### src/verilog/scoc_defines.svh
`ifndef SCOC_DEFINES_SVH
`define SCOC_DEFINES_SVH

// register byte offsets
`define SCOC_OFS_CTRL      12'h000
`define SCOC_OFS_DELAY     12'h004
`define SCOC_OFS_PULSE     12'h008
`define SCOC_OFS_STATUS    12'h00c
`define SCOC_OFS_IRQ_STAT  12'h010
`define SCOC_OFS_IRQ_EN    12'h014
`define SCOC_OFS_IRQ_CLR   12'h018

// control register fields
`define SCOC_CTRL_MODE_LSB   0
`define SCOC_CTRL_FORCE_LSB  4
`define SCOC_CTRL_REF_BIT    8
`define SCOC_CTRL_SHAPE_LSB  12
`define SCOC_CTRL_EN_LSB     16
`define SCOC_CTRL_GATE_LSB   20

// timing: program-cycle step and defaults
`define SCOC_TICK_NS         5000000
`define SCOC_CLK_NS          10
`define SCOC_TICK_CYCLES     (`SCOC_TICK_NS / `SCOC_CLK_NS)
`define SCOC_DELAY_STEP_MS   5
`define SCOC_DELAY_DEF_MS    50
`define SCOC_DELAY_DEF       (`SCOC_DELAY_DEF_MS / `SCOC_DELAY_STEP_MS)
`define SCOC_PULSE_DEF       (`SCOC_DELAY_DEF_MS / `SCOC_DELAY_STEP_MS)
`define SCOC_TIME_MAX        360000

`endif

### src/verilog/scoc_pkg.sv
package scoc_pkg;
	typedef enum logic [2:0] {
		SCOC_MODE_ON       = 3'h0,
		SCOC_MODE_BLOCKED  = 3'h1,
		SCOC_MODE_TEST     = 3'h2,
		SCOC_MODE_TEST_BLK = 3'h3,
		SCOC_MODE_OFF      = 3'h4
	} scoc_mode_e;

	typedef enum logic [2:0] {
		SCOC_FORCE_NORMAL = 3'h0,
		SCOC_FORCE_S1_BLK = 3'h1,
		SCOC_FORCE_S1_OK  = 3'h2,
		SCOC_FORCE_S2_BLK = 3'h3,
		SCOC_FORCE_S2_OK  = 3'h4,
		SCOC_FORCE_S3_BLK = 3'h5,
		SCOC_FORCE_S3_OK  = 3'h6
	} scoc_force_e;

	typedef enum logic [1:0] {
		SCOC_SHAPE_CONT     = 2'h0,
		SCOC_SHAPE_DLY_CONT = 2'h1,
		SCOC_SHAPE_DLY_PULS = 2'h2
	} scoc_shape_e;

	typedef enum logic [1:0] {
		SCOC_ST_IDLE  = 2'h0,
		SCOC_ST_WAIT  = 2'h1,
		SCOC_ST_OK    = 2'h2,
		SCOC_ST_DONE  = 2'h3
	} scoc_stage_e;

	typedef struct packed {
		scoc_stage_e  st;
		logic [18:0]  cnt;
		logic         ok;
		logic         blk;
	} scoc_stage_s;

	typedef struct packed {
		logic [4:0]  awaddr;
		logic        aw_got;
		logic [31:0] wdata;
		logic [3:0]  wstrb;
		logic        w_got;
		logic        bvalid;
		logic        rvalid;
		logic [31:0] rdata;
		logic [1:0]  rresp;
		logic [1:0]  bresp;
		logic        awready;
		logic        wready;
		logic        arready;
	} scoc_bus_s;

	typedef struct packed {
		scoc_mode_e  mode;
		scoc_force_e force_sel;
		logic        ref_line;
		scoc_shape_e shape;
		logic [2:0]  stage_enable;
		logic [2:0]  stage_start_gating;
		logic [18:0] delay;
		logic [18:0] pulse;
		logic [2:0]  irq_en;
		logic [5:0]  irq_stat;
	} scoc_cfg_s;

	typedef struct packed {
		scoc_bus_s       bus;
		scoc_cfg_s       cfg;
		scoc_stage_s [2:0] stg;
		logic [22:0]     tick_cnt;
		logic            tick;
		logic [2:0]      blk_s1;
		logic [2:0]      blk_s2;
		logic [2:0]      blk_smp;
		logic [2:0]      sync_s1;
		logic [2:0]      sync_s2;
		logic [2:0]      start_s1;
		logic [2:0]      start_s2;
		logic [1:0]      ss_s1;
		logic [1:0]      ss_s2;
		logic [2:0]      ok_out;
		logic [2:0]      blk_out;
		logic            ref_out;
		logic            test_out;
		logic            irq;
	} scoc_state_s;
endpackage

### src/verilog/scoc_top.sv
// Notes on behaviour
// - control, delay and pulse settings writable only with a channel in synchrocheck mode
// - five node modes, on after reset
// - force setting overrides stage status blocked or ok
// - select bus-measured or line-measured reference side
// - ok output continuous, delayed continuous, delayed pulse
// - delayed ok after programmable 5 ms-step delay
// - delayed pulse ends after programmable pulse length
// - three stages individually enabled, all off default
// - always mode checks without start input
// - blocking sampled each program cycle; ok only unblocked
// - blocked output instead of ok; active ok resets
`include "scoc_defines.svh"

module scoc_top
	import scoc_pkg::*;
#(
	parameter int unsigned TICK_CYCLES = `SCOC_TICK_CYCLES
) (
	input  wire logic        clk,
	input  wire logic        reset_n,
	input  wire logic [4:0]  s_axi_awaddr,
	input  wire logic        s_axi_awvalid,
	output logic             s_axi_awready,
	input  wire logic [31:0] s_axi_wdata,
	input  wire logic [3:0]  s_axi_wstrb,
	input  wire logic        s_axi_wvalid,
	output logic             s_axi_wready,
	output logic [1:0]       s_axi_bresp,
	output logic             s_axi_bvalid,
	input  wire logic        s_axi_bready,
	input  wire logic [4:0]  s_axi_araddr,
	input  wire logic        s_axi_arvalid,
	output logic             s_axi_arready,
	output logic [31:0]      s_axi_rdata,
	output logic [1:0]       s_axi_rresp,
	output logic             s_axi_rvalid,
	input  wire logic        s_axi_rready,
	input  wire logic [1:0]  chan_sync_mode,
	input  wire logic [2:0]  sync_met,
	input  wire logic [2:0]  stage_start_input,
	input  wire logic [2:0]  block_input,
	output logic [2:0]       sync_ok_output,
	output logic [2:0]       stage_blocked,
	output logic             bus_is_measured_n,
	output logic             test_mode,
	output logic             irq
);
	scoc_state_s q_ff;
	scoc_state_s nxt_q;

	// defaults and time limit counted in program ticks; TICK_LAST counted in clock cycles
	localparam logic [18:0] DLY_DEF   = 19'(`SCOC_DELAY_DEF);
	localparam logic [18:0] PLS_DEF   = 19'(`SCOC_PULSE_DEF);
	localparam logic [18:0] TIME_MAX  = 19'(`SCOC_TIME_MAX);
	localparam logic [22:0] TICK_LAST = 23'(TICK_CYCLES - 1);

	logic        aw_hs;
	logic        w_hs;
	logic        ar_hs;
	logic        do_write;
	logic        cfg_open;
	logic [31:0] wd;
	logic [2:0]  force_blk;
	logic [2:0]  force_ok;
	logic [2:0]  run;
	logic        blk_mode;

	// every port below is read straight from the state register
	assign s_axi_awready = q_ff.bus.awready;
	assign s_axi_wready  = q_ff.bus.wready;
	assign s_axi_arready = q_ff.bus.arready;
	assign s_axi_bvalid  = q_ff.bus.bvalid;
	assign s_axi_bresp   = q_ff.bus.bresp;
	assign s_axi_rvalid  = q_ff.bus.rvalid;
	assign s_axi_rdata   = q_ff.bus.rdata;
	assign s_axi_rresp   = q_ff.bus.rresp;
	assign sync_ok_output    = q_ff.ok_out;
	assign stage_blocked     = q_ff.blk_out;
	assign bus_is_measured_n = q_ff.ref_out;
	assign test_mode         = q_ff.test_out;
	assign irq               = q_ff.irq;

	always_comb begin
		nxt_q    = q_ff;
		aw_hs    = s_axi_awvalid && s_axi_awready;
		w_hs     = s_axi_wvalid && s_axi_wready;
		ar_hs    = s_axi_arvalid && s_axi_arready;
		do_write = 1'b0;
		wd       = 32'h0;
		cfg_open = |q_ff.ss_s2;
		force_blk = 3'h0;
		force_ok  = 3'h0;
		run       = 3'h0;
		blk_mode  = 1'b0;

		// pin synchronisers
		nxt_q.blk_s1   = block_input;
		nxt_q.blk_s2   = q_ff.blk_s1;
		nxt_q.sync_s1  = sync_met;
		nxt_q.sync_s2  = q_ff.sync_s1;
		nxt_q.start_s1 = stage_start_input;
		nxt_q.start_s2 = q_ff.start_s1;
		nxt_q.ss_s1    = chan_sync_mode;
		nxt_q.ss_s2    = q_ff.ss_s1;

		// program-cycle tick
		nxt_q.tick = 1'b0;
		if (q_ff.tick_cnt == TICK_LAST) begin
			nxt_q.tick_cnt = 23'h0;
			nxt_q.tick     = 1'b1;
		end else begin
			nxt_q.tick_cnt = q_ff.tick_cnt + 23'h1;
		end

		// write channel
		// a write commits one cycle after address and data are both held
		if (aw_hs) begin
			nxt_q.bus.aw_got = 1'b1;
			nxt_q.bus.awaddr = s_axi_awaddr;
		end
		if (w_hs) begin
			nxt_q.bus.w_got = 1'b1;
			nxt_q.bus.wdata = s_axi_wdata;
			nxt_q.bus.wstrb = s_axi_wstrb;
		end
		if (q_ff.bus.aw_got && q_ff.bus.w_got) begin
			do_write         = 1'b1;
			nxt_q.bus.aw_got = 1'b0;
			nxt_q.bus.w_got  = 1'b0;
			nxt_q.bus.bvalid = 1'b1;
			nxt_q.bus.bresp  = 2'b00;
		end
		if (q_ff.bus.bvalid && s_axi_bready) begin
			nxt_q.bus.bvalid = 1'b0;
		end
		for (int i = 0; i < 4; i++) begin
			wd[i*8 +: 8] = q_ff.bus.wstrb[i] ? q_ff.bus.wdata[i*8 +: 8] : 8'h0;
		end

		if (do_write) begin
			// locked settings answer with a slave error and keep their values
			case ({7'h0, q_ff.bus.awaddr})
				`SCOC_OFS_CTRL: begin
					if (cfg_open) begin
						// out-of-range codes keep the previous setting
						if (wd[`SCOC_CTRL_MODE_LSB +: 3] <= 3'h4) begin
							nxt_q.cfg.mode = scoc_mode_e'(wd[`SCOC_CTRL_MODE_LSB +: 3]);
						end
						if (wd[`SCOC_CTRL_FORCE_LSB +: 3] <= 3'h6) begin
							nxt_q.cfg.force_sel = scoc_force_e'(wd[`SCOC_CTRL_FORCE_LSB +: 3]);
						end
						nxt_q.cfg.ref_line = wd[`SCOC_CTRL_REF_BIT];
						if (wd[`SCOC_CTRL_SHAPE_LSB +: 2] != 2'h3) begin
							nxt_q.cfg.shape = scoc_shape_e'(wd[`SCOC_CTRL_SHAPE_LSB +: 2]);
						end
						nxt_q.cfg.stage_enable       = wd[`SCOC_CTRL_EN_LSB +: 3];
						nxt_q.cfg.stage_start_gating = wd[`SCOC_CTRL_GATE_LSB +: 3];
					end else begin
						nxt_q.bus.bresp = 2'b10;
					end
				end
				`SCOC_OFS_DELAY: begin
					if (cfg_open && wd[18:0] <= TIME_MAX) begin
						nxt_q.cfg.delay = wd[18:0];
					end else begin
						nxt_q.bus.bresp = 2'b10;
					end
				end
				`SCOC_OFS_PULSE: begin
					if (cfg_open && wd[18:0] <= TIME_MAX) begin
						nxt_q.cfg.pulse = wd[18:0];
					end else begin
						nxt_q.bus.bresp = 2'b10;
					end
				end
				`SCOC_OFS_IRQ_EN: begin
					nxt_q.cfg.irq_en = wd[2:0];
				end
				`SCOC_OFS_IRQ_CLR: begin
					nxt_q.cfg.irq_stat = q_ff.cfg.irq_stat & ~wd[5:0];
				end
				`SCOC_OFS_STATUS, `SCOC_OFS_IRQ_STAT: begin
				end
				default: begin
					nxt_q.bus.bresp = 2'b10;
				end
			endcase
		end

		// read channel
		if (ar_hs) begin
			nxt_q.bus.rvalid = 1'b1;
			nxt_q.bus.rresp  = 2'b00;
			// unmapped words read as zero with a slave error
			case ({7'h0, s_axi_araddr})
				`SCOC_OFS_CTRL: begin
					nxt_q.bus.rdata = {9'h0, q_ff.cfg.stage_start_gating, 1'b0, q_ff.cfg.stage_enable,
						2'h0, q_ff.cfg.shape, 3'h0, q_ff.cfg.ref_line, 1'b0, q_ff.cfg.force_sel,
						1'b0, q_ff.cfg.mode};
				end
				`SCOC_OFS_DELAY: begin
					nxt_q.bus.rdata = {13'h0, q_ff.cfg.delay};
				end
				`SCOC_OFS_PULSE: begin
					nxt_q.bus.rdata = {13'h0, q_ff.cfg.pulse};
				end
				`SCOC_OFS_STATUS: begin
					nxt_q.bus.rdata = {23'h0, cfg_open, 1'b0, q_ff.blk_out, 1'b0, q_ff.ok_out};
				end
				`SCOC_OFS_IRQ_STAT: begin
					nxt_q.bus.rdata = {26'h0, q_ff.cfg.irq_stat};
				end
				`SCOC_OFS_IRQ_EN: begin
					nxt_q.bus.rdata = {29'h0, q_ff.cfg.irq_en};
				end
				`SCOC_OFS_IRQ_CLR: begin
					nxt_q.bus.rdata = 32'h0;
				end
				default: begin
					nxt_q.bus.rdata = 32'h0;
					nxt_q.bus.rresp = 2'b10;
				end
			endcase
		end
		if (q_ff.bus.rvalid && s_axi_rready) begin
			nxt_q.bus.rvalid = 1'b0;
		end

		// readies leave flops; each reopens as soon as its channel is free
		nxt_q.bus.awready = !nxt_q.bus.aw_got && !nxt_q.bus.bvalid;
		nxt_q.bus.wready  = !nxt_q.bus.w_got && !nxt_q.bus.bvalid;
		nxt_q.bus.arready = !nxt_q.bus.rvalid;

		// force decode
		case (q_ff.cfg.force_sel)
			SCOC_FORCE_S1_BLK: force_blk = 3'b001;
			SCOC_FORCE_S1_OK:  force_ok  = 3'b001;
			SCOC_FORCE_S2_BLK: force_blk = 3'b010;
			SCOC_FORCE_S2_OK:  force_ok  = 3'b010;
			SCOC_FORCE_S3_BLK: force_blk = 3'b100;
			SCOC_FORCE_S3_OK:  force_ok  = 3'b100;
			default: begin
			end
		endcase
		blk_mode = (q_ff.cfg.mode == SCOC_MODE_BLOCKED) || (q_ff.cfg.mode == SCOC_MODE_TEST_BLK);

		// stage sequencing, once per program cycle
		if (q_ff.tick) begin
			nxt_q.blk_smp = q_ff.blk_s2 | {3{blk_mode}};
			for (int s = 0; s < 3; s++) begin
				run[s] = q_ff.cfg.stage_enable[s] && (q_ff.cfg.mode != SCOC_MODE_OFF)
					&& (!q_ff.cfg.stage_start_gating[s] || q_ff.start_s2[s]);
				nxt_q.stg[s].ok  = 1'b0;
				nxt_q.stg[s].blk = 1'b0;
				if (!run[s] || !q_ff.sync_s2[s]) begin
					nxt_q.stg[s].st  = SCOC_ST_IDLE;
					nxt_q.stg[s].cnt = 19'h0;
				end else begin
					case (q_ff.stg[s].st)
						SCOC_ST_IDLE: begin
							// continuous shape or zero delay goes straight to ok
							nxt_q.stg[s].cnt = 19'h1;
							if (q_ff.cfg.shape == SCOC_SHAPE_CONT || q_ff.cfg.delay == 19'h0) begin
								nxt_q.stg[s].st = SCOC_ST_OK;
								nxt_q.stg[s].cnt = 19'h0;
							end else begin
								nxt_q.stg[s].st = SCOC_ST_WAIT;
							end
						end
						SCOC_ST_WAIT: begin
							nxt_q.stg[s].cnt = q_ff.stg[s].cnt + 19'h1;
							if (q_ff.stg[s].cnt >= q_ff.cfg.delay) begin
								nxt_q.stg[s].st  = SCOC_ST_OK;
								nxt_q.stg[s].cnt = 19'h0;
							end
						end
						SCOC_ST_OK: begin
							nxt_q.stg[s].cnt = q_ff.stg[s].cnt + 19'h1;
							if (q_ff.cfg.shape == SCOC_SHAPE_DLY_PULS
								&& q_ff.stg[s].cnt + 19'h1 >= q_ff.cfg.pulse) begin
								nxt_q.stg[s].st = SCOC_ST_DONE;
							end
						end
						SCOC_ST_DONE: begin
							// pulse spent: low until sync drops
						end
						default: begin
							nxt_q.stg[s].st = SCOC_ST_IDLE;
						end
					endcase
				end
				// blocking swaps ok for blocked; the timer keeps running
				if (nxt_q.stg[s].st == SCOC_ST_OK) begin
					if (nxt_q.blk_smp[s]) begin
						nxt_q.stg[s].blk = 1'b1;
					end else begin
						nxt_q.stg[s].ok = 1'b1;
					end
				end
			end
		end

		// outputs, with forcing on top
		// forcing acts within one clock, independent of the tick
		// rising edges set sticky flags; a set wins over a same-cycle clear
		for (int s = 0; s < 3; s++) begin
			nxt_q.ok_out[s]  = (q_ff.stg[s].ok && !force_blk[s]) || force_ok[s];
			nxt_q.blk_out[s] = (q_ff.stg[s].blk && !force_ok[s]) || force_blk[s];
			if (nxt_q.ok_out[s] && !q_ff.ok_out[s]) begin
				nxt_q.cfg.irq_stat[s] = 1'b1;
			end
			if (nxt_q.blk_out[s] && !q_ff.blk_out[s]) begin
				nxt_q.cfg.irq_stat[s+3] = 1'b1;
			end
		end
		nxt_q.ref_out  = q_ff.cfg.ref_line;
		nxt_q.test_out = (q_ff.cfg.mode == SCOC_MODE_TEST) || (q_ff.cfg.mode == SCOC_MODE_TEST_BLK);
		nxt_q.irq = |(q_ff.cfg.irq_stat & {q_ff.cfg.irq_en, q_ff.cfg.irq_en});
	end

	always_ff @(posedge clk) begin
		if (!reset_n) begin
			q_ff                 <= '0;
			q_ff.cfg.mode        <= SCOC_MODE_ON;
			q_ff.cfg.force_sel   <= SCOC_FORCE_NORMAL;
			q_ff.cfg.shape       <= SCOC_SHAPE_CONT;
			q_ff.cfg.delay       <= DLY_DEF;
			q_ff.cfg.pulse       <= PLS_DEF;
			q_ff.bus.awready     <= 1'b1;
			q_ff.bus.wready      <= 1'b1;
			q_ff.bus.arready     <= 1'b1;
			for (int s = 0; s < 3; s++) begin
				q_ff.stg[s].st <= SCOC_ST_IDLE;
			end
		end else begin
			q_ff <= nxt_q;
		end
	end
endmodule // scoc_top

### config.mk
export PLATFORM = sky130hd
export DESIGN_NAME = scoc_top
export DESIGN_NICKNAME = d
export VERILOG_FILES = /design/src/verilog/scoc_pkg.sv /design/src/verilog/scoc_top.sv
export VERILOG_INCLUDE_DIRS = /design/src /design/src/verilog
export SDC_FILE = /design/constraint.sdc
export NUM_CORES = 1
export LEC_CHECK = 0
export CAP_MARGIN = 20
export CORE_ASPECT_RATIO = 0.75
export CORE_MARGIN = 8
export CORE_UTILIZATION = 65
export DETAILED_ROUTE_END_ITERATION = 10
export DONT_BUFFER_PORTS = 1
export PLACE_DENSITY = 0.92
export SLEW_MARGIN = 10
export SYNTH_ARGS = -nofsm -noshare
export SYNTH_HDL_FRONTEND = slang
export SYNTH_SLANG_ARGS = --single-unit
### constraint.sdc
create_clock -name clk -period 7 [get_ports clk]
set_input_delay 0.7 -clock clk [delete_from_list [all_inputs] [get_ports clk]]
set_output_delay 0.7 -clock clk [all_outputs]
set_load 0.02 [all_outputs]
# After elaboration in Yosys (flattened, before gate mapping)

Index checks and enable logic that the tools add are counted.

Bitwise gates (word level): 5
Add/subtract/negate cells: 4
Eq/ne operators: 37
Multiplexer cells: 55
$lt $le $gt $ge: 9
Reduce and logical (&&, ||, !) cells: 111

Operators with widths:

| cell                                                                    | count |
|---|---|
| 21-bit 2-to-1 mux                                                       | 9 |
| 21-bit case mux with 3 select lines                                     | 3 |
| 23-bit case mux with 6 select lines                                     | 1 |
| 19-bit >= comparator                                                    | 6 |
| 19-bit by 1-bit adder with 19-bit output, second input constant         | 3 |
| 35-bit 2-to-1 mux                                                       | 1 |
| 5-bit equality test, second input constant                              | 6 |
| 1-bit logical AND                                                       | 30 |
| 2-bit 2-to-1 mux                                                        | 13 |
| 1-bit zero test                                                         | 25 |
| 2-bit nonzero test                                                      | 12 |
| 23-bit by 1-bit adder with 23-bit output, second input constant         | 1 |
| 23-bit by 19-bit equality test with 1-bit output, second input constant | 1 |
| 5-bit by 4-bit equality test with 1-bit output, second input constant   | 4 |
| 1-bit 2-to-1 mux                                                        | 20 |
| 2-bit AND reduction                                                     | 10 |
| 19-bit <= comparator, second input constant                             | 1 |
| 19-bit zero test                                                        | 1 |
| 3-bit case mux with 3 select lines                                      | 2 |
| 8-bit 2-to-1 mux                                                        | 2 |
| 1-bit logical OR                                                        | 15 |
| 5-bit by 1-bit != test with 1-bit output, second input constant         | 3 |
| 2-bit equality test, second input constant                              | 7 |
| 6-bit bitwise AND                                                       | 2 |
| other kinds (22)                                                        | 43 |

Bits of input ports: 64
Flip-flop bits (word level): 260
Output and inout bits: 50
Word-level logic and storage cells: 276

# Logic depth before layout (Yosys ltp)

Word-level depth: 9
Mapped depth: 15
Depth with buffers taken out: 14

# Worst setup path after synthesis

OpenSTA, ideal clock, no wires.

Path kind: register to register
From: register q_ff[60] in the netlist's numbering
To: register q_ff[58] in the netlist's numbering
Library setup time: 0.128 ns
Setup slack: 3.654 ns
Required time: 6.872 ns
Arrival: 3.218 ns
Period minus slack after synthesis: 3.346 ns
Stages on the path, launching flop included: 15
Path buffers: 0
Cell sequence: dfxtp_1 ha_1 nand3_1 or3_1 nor3_2 nand3_1 xnor2_1 ha_1 and4_1 nand2_1 or4_1 o2111ai_1 a31oi_1 a211oi_1 o31ai_1

Word-level cells in the longest chain between the ends: 9
Elaborated cells between the ends (all ways): 11
Classes of those cells: add/sub: 1; order compare: 2; eq/ne: 1; mux: 6; reduce/logical: 1

RTL lines:

| element                                  | RTL line        | source |
|---|---|---|
| start, declared                          | scoc_top.sv:49  | `scoc_state_s q_ff;` |
| start signal, assigned                   | scoc_top.sv:337 | `q_ff <= nxt_q;` |
| 19-bit by 1-bit adder with 19-bit output | scoc_top.sv:281 | `&& q_ff.stg[s].cnt + 19'h1 >= q_ff.cfg.pulse) begin` |
| 19-bit >= comparator                     | scoc_top.sv:281 |  |
| 1-bit logical AND                        | scoc_top.sv:281 |  |
| 2-bit 2-to-1 mux                         | scoc_top.sv:280 | `if (q_ff.cfg.shape == SCOC_SHAPE_DLY_PULS` |
| 21-bit case mux with 3 select lines *    | scoc_top.sv:260 | `case (q_ff.stg[s].st)` |
| 21-bit 2-to-1 mux *                      | scoc_top.sv:256 | `if (!run[s] \|\| !q_ff.sync_s2[s]) begin` |
| 21-bit 2-to-1 mux *                      | scoc_top.sv:249 | `if (q_ff.tick) begin` |
| 2-bit equality test *                    | scoc_top.sv:294 | `if (nxt_q.stg[s].st == SCOC_ST_OK) begin` |
| 2-bit 2-to-1 mux *                       | scoc_top.sv:294 |  |

Mark *: on every way between the ends. The rest lies on a longest branch, timed or not. The select of a mux whose other input is x is not followed.
A chain may end at the register's enable or synchronous reset.

# Worst setup path in the final report

From: register q_ff[60] in the netlist's numbering
To: register q_ff[59] in the netlist's numbering

The elaborated chain is that of the path after synthesis.

==> impl_metrics.tcl <==
set metrics [dict create \
    outcome "completed" \
    grt_pass1_wl_um 64600 \
    fin_cells 1960 \
    cpPeakStageDelay_ns 0.66 \
    cts_tree "done" \
    post_drt_wl_per_cell_um 21.2 \
    drive_above_1_share 0.0450 \
    clock_path_buffers 3 \
    critPathLaunchType "flop" \
    drcViolationCount 0 \
    post_cts_buffers 0 \
    p_leak_nw 6.24 \
    worst_pin_slew_ns 1.19 \
    skew_ns 0.0140 \
    first_iter_violations 2013 \
    reg2reg_depth 14 \
    ys.flop_type "dfxtp_1" \
    finalNetCount 1846 \
    drv_slew 0 \
    synth.cell_area_um2 14200 \
    rows 47 \
    rrSetupSlack_ns 2.64 \
    synthDistinctLibCells 77 \
    io_pins 114 \
    fillerInstances 1668 \
    ant_nets 0 \
    p_per_area_nw_per_um2 196 \
    postCtsResizedCells 0 \
    maxCapViolations 0 \
    utilization 0.682 \
    slowest_stage "a211oi_1" \
    synth_area_per_cell_um2 8.23 \
    grt_max_degree 87 \
    final_common_cell "dfxtp_1" \
    grt_pass1_vias 12000 \
    hp-class "primary input to flop" \
    vias_per_cell 6.65 \
    n_antenna_cell 0 \
    design_area_um2 14800 \
    ir_drop_uv 217 \
    min_period_ns 4.36 \
    die_area_um2 26900 \
    yosysWarnings 0 \
    via_count 13000 \
    setup_tns_ns 0 \
    end_kind "flop" \
    min_to "nxt_q[28]" \
    h-tree-depth 1 \
    regArea_um2 4960 \
    place_congestion 0.959 \
    path_clk_slew_ns 0.07 \
    clock-root-buffer "clkbuf_16" \
    die_w_um 187 \
    dieHeight_um 144 \
    relSlewSlack 0.205 \
    setup_violations 0 \
    hp-start "block_input[0]" \
    fmax_mhz 229 \
    hold_depth 1 \
    wl_um 41600 \
    rsz0062_at_grt "false" \
    cts_hold_buf 0 \
    crit_chain "ha_1 > nand3_1 > or3_1 > nor3_2 > nand3_1 > xnor2_1 > ha_1 > and4_1 > nand2_1 > or4_1 > o2111ai_1 > a31oi_1 > a211oi_1 > o31ai_1" \
    port_buffers 0 \
    core_um2 21800 \
    crit_path_max_fanout 6 \
    yosysSeqAreaShare 0.350 \
    start_util 0.653 \
    finalHoldViolations 0 \
    syn_inst 1726 \
    timing.rr.end "q_ff[59]" \
    arrival_ns 4.75 \
    numClockSinks 248 \
    drtPass1Iterations 9 \
    placed_cells 1915 \
    syn2layout_area_growth_pct 4.53 \
    postPlaceCellArea_um2 14000 \
    grt-ovfl-total 0 \
    numCtsBuffers 24 \
    synth_edf_count 0 \
    timing.hold.ws_ns 0.284 \
    dp_hpwl_um 29500 \
    crit_required_ns 7.39 \
    timing.rr.start "q_ff[60]" \
    multi_input_area_um2 8360 \
    ys_seq_elements 248 \
    clk_latency_ns 0.55 \
    antenna_found_initial 0 \
    grt_util_all_layers 0.296 \
    async_reset_ff_frac 0 \
    fin_crit_sh 0.622 \
    path_class "flop to flop" \
    most-common-layout-cells "248 x dfxtp_1, 196 x nand2_1, 175 x nor2_1" \
]
state kept, by name, indices dropped and copies added (netlist names), 3 cells and up, named ones only:
name,count
stage_blocked,3
q_ff,197
nxt_q,12
s_axi_rdata,22
sync_ok_output,3
worst max-delay path by stage:
stage	startpoint	to	slack, ns
global route	q_ff[106]	q_ff[125]	2.57
CTS	q_ff[60]	q_ff[59]	2.85
finish	q_ff[60]	q_ff[59]	2.64
floorplan	q_ff[60]	q_ff[58]	3.65
global placement	q_ff[60]	q_ff[59]	3.01
detailed placement	q_ff[60]	q_ff[59]	2.88
Yosys cell counts (11+ instances only):
| cell type | n | area, µm² |
|---|---|---|
| a211oi_1 | 15 | 113 |
| a21o_1 | 19 | 143 |
| a21oi_1 | 143 | 716 |
| a22oi_1 | 21 | 158 |
| a31oi_1 | 23 | 144 |
| and2_1 | 45 | 282 |
| and3_1 | 25 | 156 |
| buf_4 | 42 | 315 |
| clkbuf_1 | 60 | 225 |
| dfxtp_1 | 248 | 4960 |
| ha_1 | 133 | 1660 |
| inv_1 | 72 | 270 |
| mux2i_1 | 40 | 400 |
| nand2_1 | 196 | 736 |
| nand3_1 | 91 | 455 |
| nand4_1 | 39 | 244 |
| nor2_1 | 175 | 657 |
| nor3_1 | 20 | 100 |
| nor4_1 | 11 | 68.8 |
| o211ai_1 | 14 | 105 |
| o21ai_0 | 46 | 230 |
| xnor2_1 | 31 | 272 |
| xor2_1 | 37 | 324 |
critical path: cells and delay by family, from the launching register on:
kind / cells / cell delay [ns]
AO/OA/AOI/OAI: 4 / 1.16
XOR/XNOR: 1 / 0.17
adder cells (fa/ha/maj): 2 / 0.59
flip-flops: 1 / 0.44
AND/OR/NAND/NOR: 7 / 1.84
per-layer routing:
metal	part of all wire	routed length [µm]	up-vias	global-route usage
li1	-	-	5948	-
met2	0.42	17500	887	0.437
met4	0.044	1820	0	0.138
met3	0.13	5360	141	0.0730
met1	0.41	17000	6060	0.403
met5	0	0	-	0
through the flow:
stage	setup slack [ns]	total power, W
after floorplan	3.65	0.00158
after global placement	3.01	0.00158
after detailed placement	2.88	0.00159
after CTS	2.85	0.00291
after global routing	2.57	0.00299
final	2.64	0.00291
cell type report:
class                           count  area share
Sequential cell                   248       0.334
Timing Repair Buffer                7     0.00379
Tap cell                          294      0.0248
Clock buffer                       33      0.0461
Clock inverter                     10     0.00927
Inverter                           73      0.0186
Multi-Input combinational cell   1295       0.563
logic make-up after synthesis:
family,after synthesis,share of synthesized area
DFF,248,0.350
buffers and inverters,193,0.0650
AOI/OAI and AO/OA,364,0.164
xor gates and xnor gates,68,0.0419
muxes,44,0.0314
and+or+nand+nor,675,0.231
other,1,0.000264
adders and majority gates,133,0.117
where the power goes:
part,switching (W),total (W),internal [W]
Combinational,0.0000663,0.0000944,0.0000281
Sequential,0.0000277,0.00146,0.00144
Clock,0.000583,0.00135,0.000766
No activity file was read; power rests on OpenSTA's default activity.
